[src/smcs_pkg.sv]
// Constants for the speed mode clock select block.
// Assumes an 8-bit special-function bus driven by the CPU core.
package smcs_pkg;
    // ********************
    // Register map
    // ********************
    localparam logic [7:0] CLOCK_SPEED_CONTROL_ADDR = 8'h8f;
    localparam logic [7:0] AUX_CONTROL_ONE_ADDR = 8'ha2;
    localparam logic [7:0] CLOCK_SPEED_CONTROL_RST = 8'h00;
    localparam logic [7:0] CLOCK_SPEED_CONTROL_MASK = 8'h7f;
    // ********************
    // Field positions
    // ********************
    localparam int DOUBLE_SPEED_BIT = 0;
    localparam int TIMER_ZERO_BIT = 1;
    localparam int WATCHDOG_BIT = 6;
    localparam int BOOT_MAP_BIT = 3;
    localparam int NUM_PERIPH = 6;
    // ********************
    // Timing
    // ********************
    localparam int FAST_PERIODS = 6;
    localparam int SLOW_PERIODS = 12;
    localparam int MIN_RESET_OSC_PERIODS = 24;
    localparam logic [15:0] RESET_VECTOR = 16'h0000;
    localparam logic [7:0] PORT_RESET_LEVEL = 8'hff;
    // ********************
    // Port modes
    // ********************
    typedef enum logic [1:0] {
        SMCS_RUN = 2'b00,
        SMCS_IDLE = 2'b01,
        SMCS_POWER_DOWN = 2'b10
    } smcs_mode_t;
endpackage

[src/smcs_tick_gen.sv]
// Tick generator: one pulse every FAST or SLOW oscillator periods.
// Assumes the oscillator is core_clk and ce freezes the count.
`timescale 1ns/100ps
module smcs_tick_gen #(
    parameter int SLOW = smcs_pkg::SLOW_PERIODS,
    parameter int FAST = smcs_pkg::FAST_PERIODS
) (
    // Clock and reset
    input wire logic core_clk,
    input wire logic srst,
    input wire logic ce,
    // Control
    input wire logic fast,
    // Output
    output logic tick
);
    logic [4:0] count;
    logic [4:0] next_count;
    logic next_tick;

    // The 5-bit counter counts 0 to 31; periods above 31 are refused
    if (FAST < 1 || SLOW < FAST || SLOW > 31) begin : g_bad_periods
        $error("smcs_tick_gen: bad period counts");
    end

    always_comb begin
        next_count = count + 5'h01;
        next_tick = 1'b0;
        // Compare against the terminal count of the selected rate
        if (count >= (fast ? 5'(FAST - 1) : 5'(SLOW - 1))) begin
            next_count = 5'h00;
            next_tick = 1'b1;
        end
    end

    always_ff @(posedge core_clk) begin
        if (srst) begin
            count <= 5'h00;
            tick <= 1'b0;
        end else if (ce) begin
            count <= next_count;
            tick <= next_tick;
        end
    end
endmodule

[src/smcs_top.sv]
// Speed mode clock select: clock control register, CPU and peripheral
// cycle ticks, reset state, boot mapping and port pin levels.
// Assumes the core drives a synchronous special-function bus on core_clk.
//
// Functional notes
// - Peripheral bit clear gives 6, set 12
// - Peripheral bits count only with double speed
// - Reset clears all clock speed control bits
// - Double speed halves peripheral time reference
// - Reset starts fetching at address zero
// - Idle and power-down keep port latch data
// - Reset loads boot mapping from fuse
// - CPU uses 12 periods, 6 in double
// - Double speed changes on halved clock edge
`timescale 1ns/100ps
module smcs_top (
    // Clock, reset, enable
    input wire logic core_clk,
    input wire logic srst,
    input wire logic ce,
    // Special-function bus
    input wire logic [7:0] sfr_addr,
    input wire logic sfr_wr,
    input wire logic sfr_rd,
    input wire logic [7:0] sfr_wdata,
    output logic [7:0] sfr_rdata,
    output logic sfr_hit,
    // Boot fuse and power mode
    input wire logic boot_jump_fuse,
    input wire logic [1:0] power_mode,
    // Port latches and pins
    input wire logic [31:0] port_latch,
    output logic [31:0] port_pins,
    // Clock, boot mapping and reset vector outputs
    output logic cpu_tick,
    output logic [5:0] periph_tick,
    output logic [5:0] periph_fast,
    output logic double_speed_active,
    output logic boot_map_enable,
    output logic [15:0] reset_vector
);
    // ********************
    // Register file
    // ********************
    logic [7:0] clock_speed_control;
    logic [7:0] next_clock_speed_control;
    logic next_boot_map_enable;
    logic [7:0] next_sfr_rdata;

    function automatic logic sel(input logic [7:0] a, input logic [7:0] base);
        sel = (a == base);
    endfunction

    always_comb begin
        next_clock_speed_control = clock_speed_control;
        next_boot_map_enable = boot_map_enable;
        if (sfr_wr && sel(sfr_addr, smcs_pkg::CLOCK_SPEED_CONTROL_ADDR)) begin
            // Bit 7 is reserved and never stored
            next_clock_speed_control = sfr_wdata & smcs_pkg::CLOCK_SPEED_CONTROL_MASK;
        end
        if (sfr_wr && sel(sfr_addr, smcs_pkg::AUX_CONTROL_ONE_ADDR)) begin
            next_boot_map_enable = sfr_wdata[smcs_pkg::BOOT_MAP_BIT];
        end
        next_sfr_rdata = 8'h00;
        if (sel(sfr_addr, smcs_pkg::CLOCK_SPEED_CONTROL_ADDR)) begin
            next_sfr_rdata = clock_speed_control;
        end else if (sel(sfr_addr, smcs_pkg::AUX_CONTROL_ONE_ADDR)) begin
            next_sfr_rdata[smcs_pkg::BOOT_MAP_BIT] = boot_map_enable;
        end
    end

    assign sfr_hit = sel(sfr_addr, smcs_pkg::CLOCK_SPEED_CONTROL_ADDR) ||
        sel(sfr_addr, smcs_pkg::AUX_CONTROL_ONE_ADDR);

    always_ff @(posedge core_clk) begin
        if (srst) begin
            clock_speed_control <= smcs_pkg::CLOCK_SPEED_CONTROL_RST;
            // Fuse level caught by the clocked reset, not asynchronously
            boot_map_enable <= boot_jump_fuse;
            sfr_rdata <= 8'h00;
        end else if (ce) begin
            clock_speed_control <= next_clock_speed_control;
            boot_map_enable <= next_boot_map_enable;
            sfr_rdata <= sfr_rd ? next_sfr_rdata : sfr_rdata;
        end
    end

    // ********************
    // Glitch-free double speed switch
    // ********************
    logic half_clk;
    logic next_half_clk;
    logic next_double_speed_active;

    always_comb begin
        next_half_clk = ~half_clk;
        next_double_speed_active = double_speed_active;
        // Take the new mode only where the halved clock rises
        if (!half_clk) begin
            next_double_speed_active = clock_speed_control[smcs_pkg::DOUBLE_SPEED_BIT];
        end
    end

    always_ff @(posedge core_clk) begin
        if (srst) begin
            half_clk <= 1'b0;
            double_speed_active <= 1'b0;
        end else if (ce) begin
            half_clk <= next_half_clk;
            double_speed_active <= next_double_speed_active;
        end
    end

    // ********************
    // CPU and peripheral cycle ticks
    // ********************
    // Reset restarts all dividers, so the first CPU cycle starts at the vector
    smcs_tick_gen #(
        .SLOW(smcs_pkg::SLOW_PERIODS),
        .FAST(smcs_pkg::FAST_PERIODS)
    ) u_cpu_tick (
        .core_clk(core_clk),
        .srst(srst),
        .ce(ce),
        .fast(double_speed_active),
        .tick(cpu_tick)
    );

    genvar gi;
    generate
        for (gi = 0; gi < smcs_pkg::NUM_PERIPH; gi++) begin : g_periph
            // A set bit keeps the peripheral at standard rate
            assign periph_fast[gi] = double_speed_active &&
                !clock_speed_control[smcs_pkg::TIMER_ZERO_BIT + gi];
            smcs_tick_gen #(
                .SLOW(smcs_pkg::SLOW_PERIODS),
                .FAST(smcs_pkg::FAST_PERIODS)
            ) u_tick (
                .core_clk(core_clk),
                .srst(srst),
                .ce(ce),
                .fast(periph_fast[gi]),
                .tick(periph_tick[gi])
            );
        end
    endgenerate

    assign reset_vector = smcs_pkg::RESET_VECTOR;

    // ********************
    // Port pins
    // ********************
    logic [31:0] next_port_pins;

    always_comb begin
        // Idle and power-down always show the latch data; run shows it only while ce is high
        next_port_pins = port_latch;
    end

    always_ff @(posedge core_clk) begin
        if (srst) begin
            port_pins <= {4{smcs_pkg::PORT_RESET_LEVEL}};
        end else if (ce || power_mode != 2'(smcs_pkg::SMCS_RUN)) begin
            port_pins <= next_port_pins;
        end
    end
endmodule
[config.mk]
export PLATFORM = sky130hd
export DESIGN_NAME = smcs_top
export DESIGN_NICKNAME = d
export VERILOG_FILES = /design/src/smcs_pkg.sv /design/src/smcs_tick_gen.sv /design/src/smcs_top.sv
export SDC_FILE = /design/constraint.sdc
export NUM_CORES = 1
export LEC_CHECK = 0
export ABC_CLOCK_PERIOD_IN_PS = 3400
export BUFFER_PORTS_ARGS = -buffer_cell sky130_fd_sc_hd__buf_4
export CORE_MARGIN = 5
export CORE_UTILIZATION = 40
export CTS_BUF_LIST = sky130_fd_sc_hd__clkbuf_16
export DETAILED_ROUTE_END_ITERATION = 8
export PLACE_DENSITY = 0.7
export SLEW_MARGIN = 40
export SYNTH_ARGS = -nofsm -noshare
export SYNTH_HDL_FRONTEND = slang
export SYNTH_SLANG_ARGS = --single-unit
[constraint.sdc]
create_clock -name core_clk -period 3.4 [get_ports core_clk]
set_input_delay 0.68 -clock core_clk [delete_from_list [all_inputs] [get_ports core_clk]]
set_output_delay 0.68 -clock core_clk [all_outputs]
set_load 0.01 [all_outputs]
# Yosys cells after proc, flatten, opt, wreduce, memory -nomap -nowiden
# Index checks and enable logic that the tools add are counted.
# Widths: inputs -> output; s select.
# totals
reg_bits,92
in_bits,56
output_inout_bits,72
elab_cells,88
# classes
add_sub_neg,7
magnitude_cmp,7
eq_ne,2
muxes,28
bitwise_logic,1
n_reduce_logical,23
# ops
op,n
$add 5x1->5 const B,7
$ge 5x5->1,7
$mux 5,7
$mux 4,7
$eq 8x8->1 const B,2
$mux 1,12
$logic_and 1x1->1,8
$reduce_and 2->1,4
$logic_not 1->1,6
$mux 3,2
$reduce_bool 2->1,3
$logic_or 1x1->1,2
$not 1->1,1

# Depth between registers and ports, before layout
# Gate-level depths: netlist of run 1.
# logic_depth
depth_word,5
depth_mapped,8
ltp_nobuf,8

# Cells and area by module
# Synthesis of run 1 repeated with hierarchy kept, for this count alone.
# hier_totals
hier_cells,486
area_unflattened_um2,4694.5
# by_module_without_submodules
module,n_inst,cells_per_inst,area_per_inst_um2
smcs_tick_gen,7,39,365.4
smcs_top,1,213,2137.0

# Least setup slack after synthesis of run 1
# OpenSTA, ideal clock, no wires.
# synth_path
path_type,input port to output port
from,input port sfr_addr[0]
to,output port sfr_hit
arrival_ns,1.339
required_ns,2.720
path_slack_ns,1.381
cell_stages,3
path_cell_list,nor4b_1 > inv_1 > a21oi_1
# synth_via
elab_chain_len,2
word_cells_on_any_way,3
cone_classes,eq/ne: 2; reduce/logical: 1
# synth_rtl
item,line_no,rtl
start: declaration,smcs_top.sv:22,"input wire logic [7:0] sfr_addr,"
$eq 8x8->1,smcs_top.sv:51,sel = (a == base);
$logic_or 1x1->1 (*),smcs_top.sv:72,"assign sfr_hit = sel(sfr_addr, smcs_pkg::CLOCK_SPEED_CONTROL_ADDR) ||"
end: declaration,smcs_top.sv:27,"output logic sfr_hit,"
# Every way passes the cells marked *; elsewhere a longest branch is shown, timed or not.

# Worst setup path in the final report of run 1
# Ends and elaborated chain as after synthesis.

==> results.yml, run 1 <==
sta:
  worst_pin_slew_ns: 0.6678
  fin_crit_sh_pct: 67.91
  tns_ns: 0
  layout_min_cycle_time_ns: 2.309
  slew_violations: 0
  max_slew_margin_pct: 55.48
  finalSetupViolations: 0
  fmax_ghz: 0.4331
  whs_ns: 0.4614
  hold_viol_final: 0
  finClkSkew_ns: 0.007177
  grt_setup_unrepaired: "no"
floorplan:
  num_rows: 38
  dieHeight_um: 115.5
  core_area_um2: 10890
  die_area_um2: 13350
  dieWidth_um: 115.5
  start_util_pct: 40.91
  io_pins: 128
worst_hold_path:
  holdCritPathClass: "reg2reg"
  hp-start: "sfr_rdata[3]"
synthesis:
  synth_top_area_cell: "dfxtp_1"
  synth_top_cells_by_count: "90 x dfxtp_1, 52 x nand2_1, 45 x mux2i_1"
  netlist.area_leader.share_pct: 40.45
  synth-edff-count: 1
  synth_area_um2: 4454
  synth_flop_cell: "dfxtp_1"
  synth_area_per_cell_um2: 9.662
  ys_seq_elements: 91
  synthTopCellsByArea: "dfxtp_1 40%, mux2i_1 10%, ha_1 6.2%"
  synthArstFlopShare_pct: 0
  synth_sequential_area_ratio_pct: 41.12
  synth_cell_type_count: 51
  syn_inst: 461
  yosys_warnings: 0
  synthMostInstantiatedCell: "dfxtp_1"
global_route:
  grt-ovfl-total: 0
  track_usage_pct: 14.64
  grt_pass1_wl_um: 16040
  grt_pass1_vias: 3433
  antenna_found_initial: 0
  grt_max_degree: 56
routing:
  vias: 3492
  drc: 0
  vias_per_cell: 5.024
  drtIter0Drc: 148
  wl_um: 9861
  wire_per_inst_um: 14.19
  firstDrtPassIters: 4
  antenna_left: 0
placed_design:
  globalplace.congestion: 0.7961
  dpl-instance-area_um2: 5220
  dp_hpwl_um: 7146
  port_buffers: 109
setup_path:
  crit_chain: "buf_4 > nor4b_1 > inv_1 > a21oi_1 > buf_4"
  arrival_ns: 1.63
  crit_buf_inv: 3
  max_stage_delay_ns: 0.44
  cp_top_family: "simple AND/OR/NAND/NOR gates"
  slowest_stage: "nor4b_1"
  end_kind: "output pin"
  timing.rr.start: "double_speed_active"
  critPathMaxFanout: 2
  crit_start: "sfr_addr[0]"
  cp.required_ns: 2.72
  criticalPathCategory: "in2out"
  cp-start-kind: "input pin"
  cp_common_cell: "buf_4"
cts:
  htreeDepth: 3
  worstSkewPairLatency_ns: 0.33
  clk_pin_slew_ns: 0.07
  postCtsHoldBufs: 0
  clock-sinks: 91
  post_cts_buffers: 0
  root_buffer: "clkbuf_16"
  cts_buffer_depth: 2
  ctsResizeCount: 0
  numCtsBuffers: 9
  tritoncts: "yes"
pwr:
  power_mw: 2.565
  p_leak_nw: 2.434
  vdd_drop_max_mv: 0.2170
  power.density_nw_per_um2: 462.9
layout:
  num_antenna_cells: 0
  utilization_pct: 50.90
  drive_gt1_share_pct: 27.57
  final_cell_area_um2: 5542
  fin_nets: 628
  syn_to_final_growth_pct: 24.41
status:
  status: "completed"
flow_run:
  maxCapViolCount: 0
-- registers in the layout (all words and copies together), names as in the netlist --
signal,flops
boot_map_enable,1
clock_speed_control,7
double_speed_active,1
g_periph.u_tick.count,30
g_periph.u_tick.tick,6
half_clk,1
port_pins,32
sfr_rdata,7
u_cpu_tick.count,5
u_cpu_tick.tick,1
-- metrics by stage --
stage                     worst slack, ns  std cells
final                               1.091        695
after global routing               0.8999        695
after CTS                           1.100        695
after detailed placement            1.006        679
after global placement              1.046        679
after floorplan                     1.381        477
-- cells in the final DEF (no fill, tap or decap), types with 3 or more instances in the layout --
cell,instances
inv_2,6
xnor2_1,9
a21o_1,4
conb_1,17
buf_4,111
dfxtp_1,90
xor2_1,12
nand3_1,6
nor4_1,4
a21oi_1,19
clkbuf_16,9
a22oi_1,6
o31ai_1,5
nor2b_1,3
nor3_1,18
inv_1,16
a211oi_1,6
nor4_2,4
a2111oi_4,4
o311ai_1,4
o211a_1,4
ha_1,22
inv_6,3
nor3b_1,4
nor2_1,21
mux2i_1,45
or2_2,4
nand2_1,52
nand2b_2,3
nand4_1,12
-- power breakdown --
group,internal [mW],switching (mW),leakage (nW)
registers,1.13,0.0502,0.748
clock network,0.650,0.425,0.159
logic,0.157,0.155,1.53
-- worst paths after layout --
check / to / slack, ns / depth (start not counted)
max: sfr_hit / 1.09 / 5
min: sfr_rdata[3] / 0.46 / 2
max reg2reg: g_periph[1].u_tick.count[4] / 1.16 / 6
min reg2reg: sfr_rdata[3] / 0.46 / 2
-- cell type report --
type	instances	area [um2]
Tap cell	140	175.2
Clock inverter	7	96.34
Inverter	22	82.58
Clock buffer	9	225.2
Sequential cell	91	1832
Fill cell	984	5346
Multi-Input combinational cell	315	2297
Timing Repair Buffer	111	833.3
-- metal layers --
layer  GRT usage [%]  part of all wire [%]  vias up
met5               0                     0        -
met4           4.695                  0.98        0
met3           3.238                   8.8       10
met2           24.61                    45      116
met1           18.70                    45     1610
li1                -                     -     1756
-- logic make-up after synthesis --
logic type | after synthesis | synth area share, %
muxes | 46 | 10.37
xor gates and xnor gates | 21 | 4.129
adders and majority gates | 23 | 6.404
AOI/OAI and AO/OA | 65 | 11.91
buffers and inverters | 71 | 8.792
other | 1 | 0.08419
DFF | 91 | 41.12
and+or+nand+nor | 143 | 17.19
-- worst register-to-register path, stage by stage, from the launching register on --
cell      delay, ns
dfxtp_1        0.62
nand2b_2       0.15
ha_1           0.31
or2_2          0.27
a211oi_1       0.44
nor4_2         0.13
nor3_1         0.23
Note: power is estimated with default switching activity, not from simulation.
==> run 2, diff against run 1 <==
Settings changed: ABC_CLOCK_PERIOD_IN_PS 3400 to 2000, PLACE_DENSITY 0.7 to 0.73.
Clock period 3.4 ns to 2 ns, I/O delays scaled along.
==> run 2 against run 1 <==
Net effect: register-to-register slack got worse by 1.0 ns; clock power rose by 51%; die area did not move; combinational power rose by 76%; final area rose by 1.5%; non-clock buffer count rose by 9; count of clock-buffer cells in the layout did not move; clock skew fell by 0.0033 ns; power rose by 63%; cell count rose by 1.2%; critical path depth rose by 3.
==> results.yml, run 2 (synthesis results as in run 1) <==
status:
  status: "completed"
global_route:
  grt_pass1_vias: 3550
  antenna_found_initial: 0
  grt-ovfl-total: 0
  grt_pass1_wl_um: 16780
  track_usage_pct: 15.40
  grt_max_degree: 37
floorplan:
  io_pins: 128
  dieHeight_um: 115.5
  die_area_um2: 13350
  start_util_pct: 40.91
  num_rows: 38
  core_area_um2: 10890
  dieWidth_um: 115.5
setup_path:
  criticalPathCategory: "reg2reg"
  critPathCapture: "g_periph[1].u_tick.count[1]"
  ff2ff_setup_slack_ns: 0.14
  crit_start: "double_speed_active"
  arrival_ns: 2.11
  reg2reg_depth: 8
  critPathMaxFanout: 8
  cp.required_ns: 2.26
  timing.rr.start: "double_speed_active"
  max_stage_delay_ns: 0.40
  path_depth: 8
  crit_chain: "buf_6 > nand2b_2 > inv_1 > ha_1 > a21o_1 > a2111oi_4 > nor4_2 > nor3_1"
  slowest_stage: "a2111oi_4"
  cp-start-kind: "register"
  cp_top_family: "compound AO/OA/AOI/OAI gates"
  crit_buf_inv: 2
  regToRegEndpoint: "g_periph[1].u_tick.count[1]"
  end_kind: "register"
cts:
  numCtsBuffers: 9
  clk_pin_slew_ns: 0.06
  cts_buffer_depth: 2
  worstSkewPairLatency_ns: 0.33
  htreeDepth: 3
  clock-sinks: 91
  tritoncts: "yes"
  root_buffer: "clkbuf_16"
  post_cts_buffers: 0
sta:
  hold_viol_final: 0
  tns_ns: 0
  grt_setup_unrepaired: "no"
  whs_ns: 0.2741
  finalSetupViolations: 0
  fin_crit_sh_pct: 92.76
  layout_min_cycle_time_ns: 1.855
  fmax_ghz: 0.5390
  worst_pin_slew_ns: 0.5510
  max_slew_margin_pct: 62.93
  slew_violations: 0
  finClkSkew_ns: 0.003891
placed_design:
  port_buffers: 109
  globalplace.congestion: 0.8378
  dp_hpwl_um: 7480
  dpl-instance-area_um2: 5300
layout:
  fillers: 960
  drive_gt1_share_pct: 29.84
  mostFrequentLayoutCell: "buf_4"
  multi_input_area_um2: 2333
  seq_area_um2: 1833
  fin_nets: 637
  num_antenna_cells: 0
  syn_to_final_growth_pct: 26.26
  final_cell_area_um2: 5624
  utilization_pct: 51.65
  largest_registers: "port_pins (32), g_periph.u_tick.count (30)"
  regMostFlops: "port_pins"
  largest_reg_flops: 32
  mostFrequentLayoutCells: "118 x buf_4, 89 x dfxtp_1, 52 x nand2_1"
pwr:
  power.density_nw_per_um2: 744.0
  p_leak_nw: 2.477
  vdd_drop_max_mv: 0.3986
routing:
  drc: 0
  drtIter0Drc: 201
  antenna_left: 0
  vias: 3548
  firstDrtPassIters: 4
  wl_um: 10270
  wire_per_inst_um: 14.61
  vias_per_cell: 5.047
flow_run:
  maxCapViolCount: 0
worst_hold_path:
  holdCritPathClass: "in2reg"
run 2: what timing repair did:
action                                  CTS  global route
endpoints found under the setup margin    2            24
pin swaps                                 0             8
hold buffers                              0             0
gates resized for setup                   1             8
run 2: tightest hold or removal path: cells and delay by family:
family / cells / cell delay, ns
buffers and inverters: 1 / 0.08
multiplexers: 1 / 0.05
AND/OR/NAND/NOR: 1 / 0.05
run 2: per-layer routing:
metal,up-vias,global-route usage (%),part of all wire [%]
met5,-,0,0
met4,0,4.773,1.2
met3,12,4.073,9.3
met2,131,24.88,45
met1,1634,20.20,45
li1,1771,-,-
run 2: cell type report:
cell class,instances,area share (%)
Clock buffer,9,4.004
Tap cell,140,3.115
Multi-Input combinational cell,315,41.49
Sequential cell,91,32.59
Inverter,22,1.468
Clock inverter,6,1.023
Timing Repair Buffer,120,16.31
run 2: stage by stage:
step / setup WS [ns] / std cells / power, mW
floorplan: 0.04500 / 477 / 2.377
global placement: 0.09185 / 688 / 2.565
detailed placement: -0.009610 / 688 / 2.593
CTS: 0.02538 / 703 / 4.244
global route: 0.01483 / 703 / 4.404
finish: 0.1449 / 703 / 4.184
run 2: worst min-delay path by stage:
stage                                   start                  end  slack, ns  cells past startpoint
final                          port_latch[14]        port_pins[14]       0.27                      3
after global routing           port_latch[12]        port_pins[12]       0.27                      3
after CTS                      port_latch[25]        port_pins[25]       0.26                      3
after detailed placement        port_pins[25]        port_pins[25]       0.46                      2
after global placement           sfr_rdata[3]         sfr_rdata[3]       0.45                      2
after floorplan           u_cpu_tick.count[4]  u_cpu_tick.count[4]       0.44                      2
run 2: power by group:
group	switching, mW	internal (mW)	leakage [nW]
clock	0.679	0.952	0.142
combinational	0.273	0.276	1.59
sequential	0.0869	1.92	0.749
total	1.04	3.15	2.48
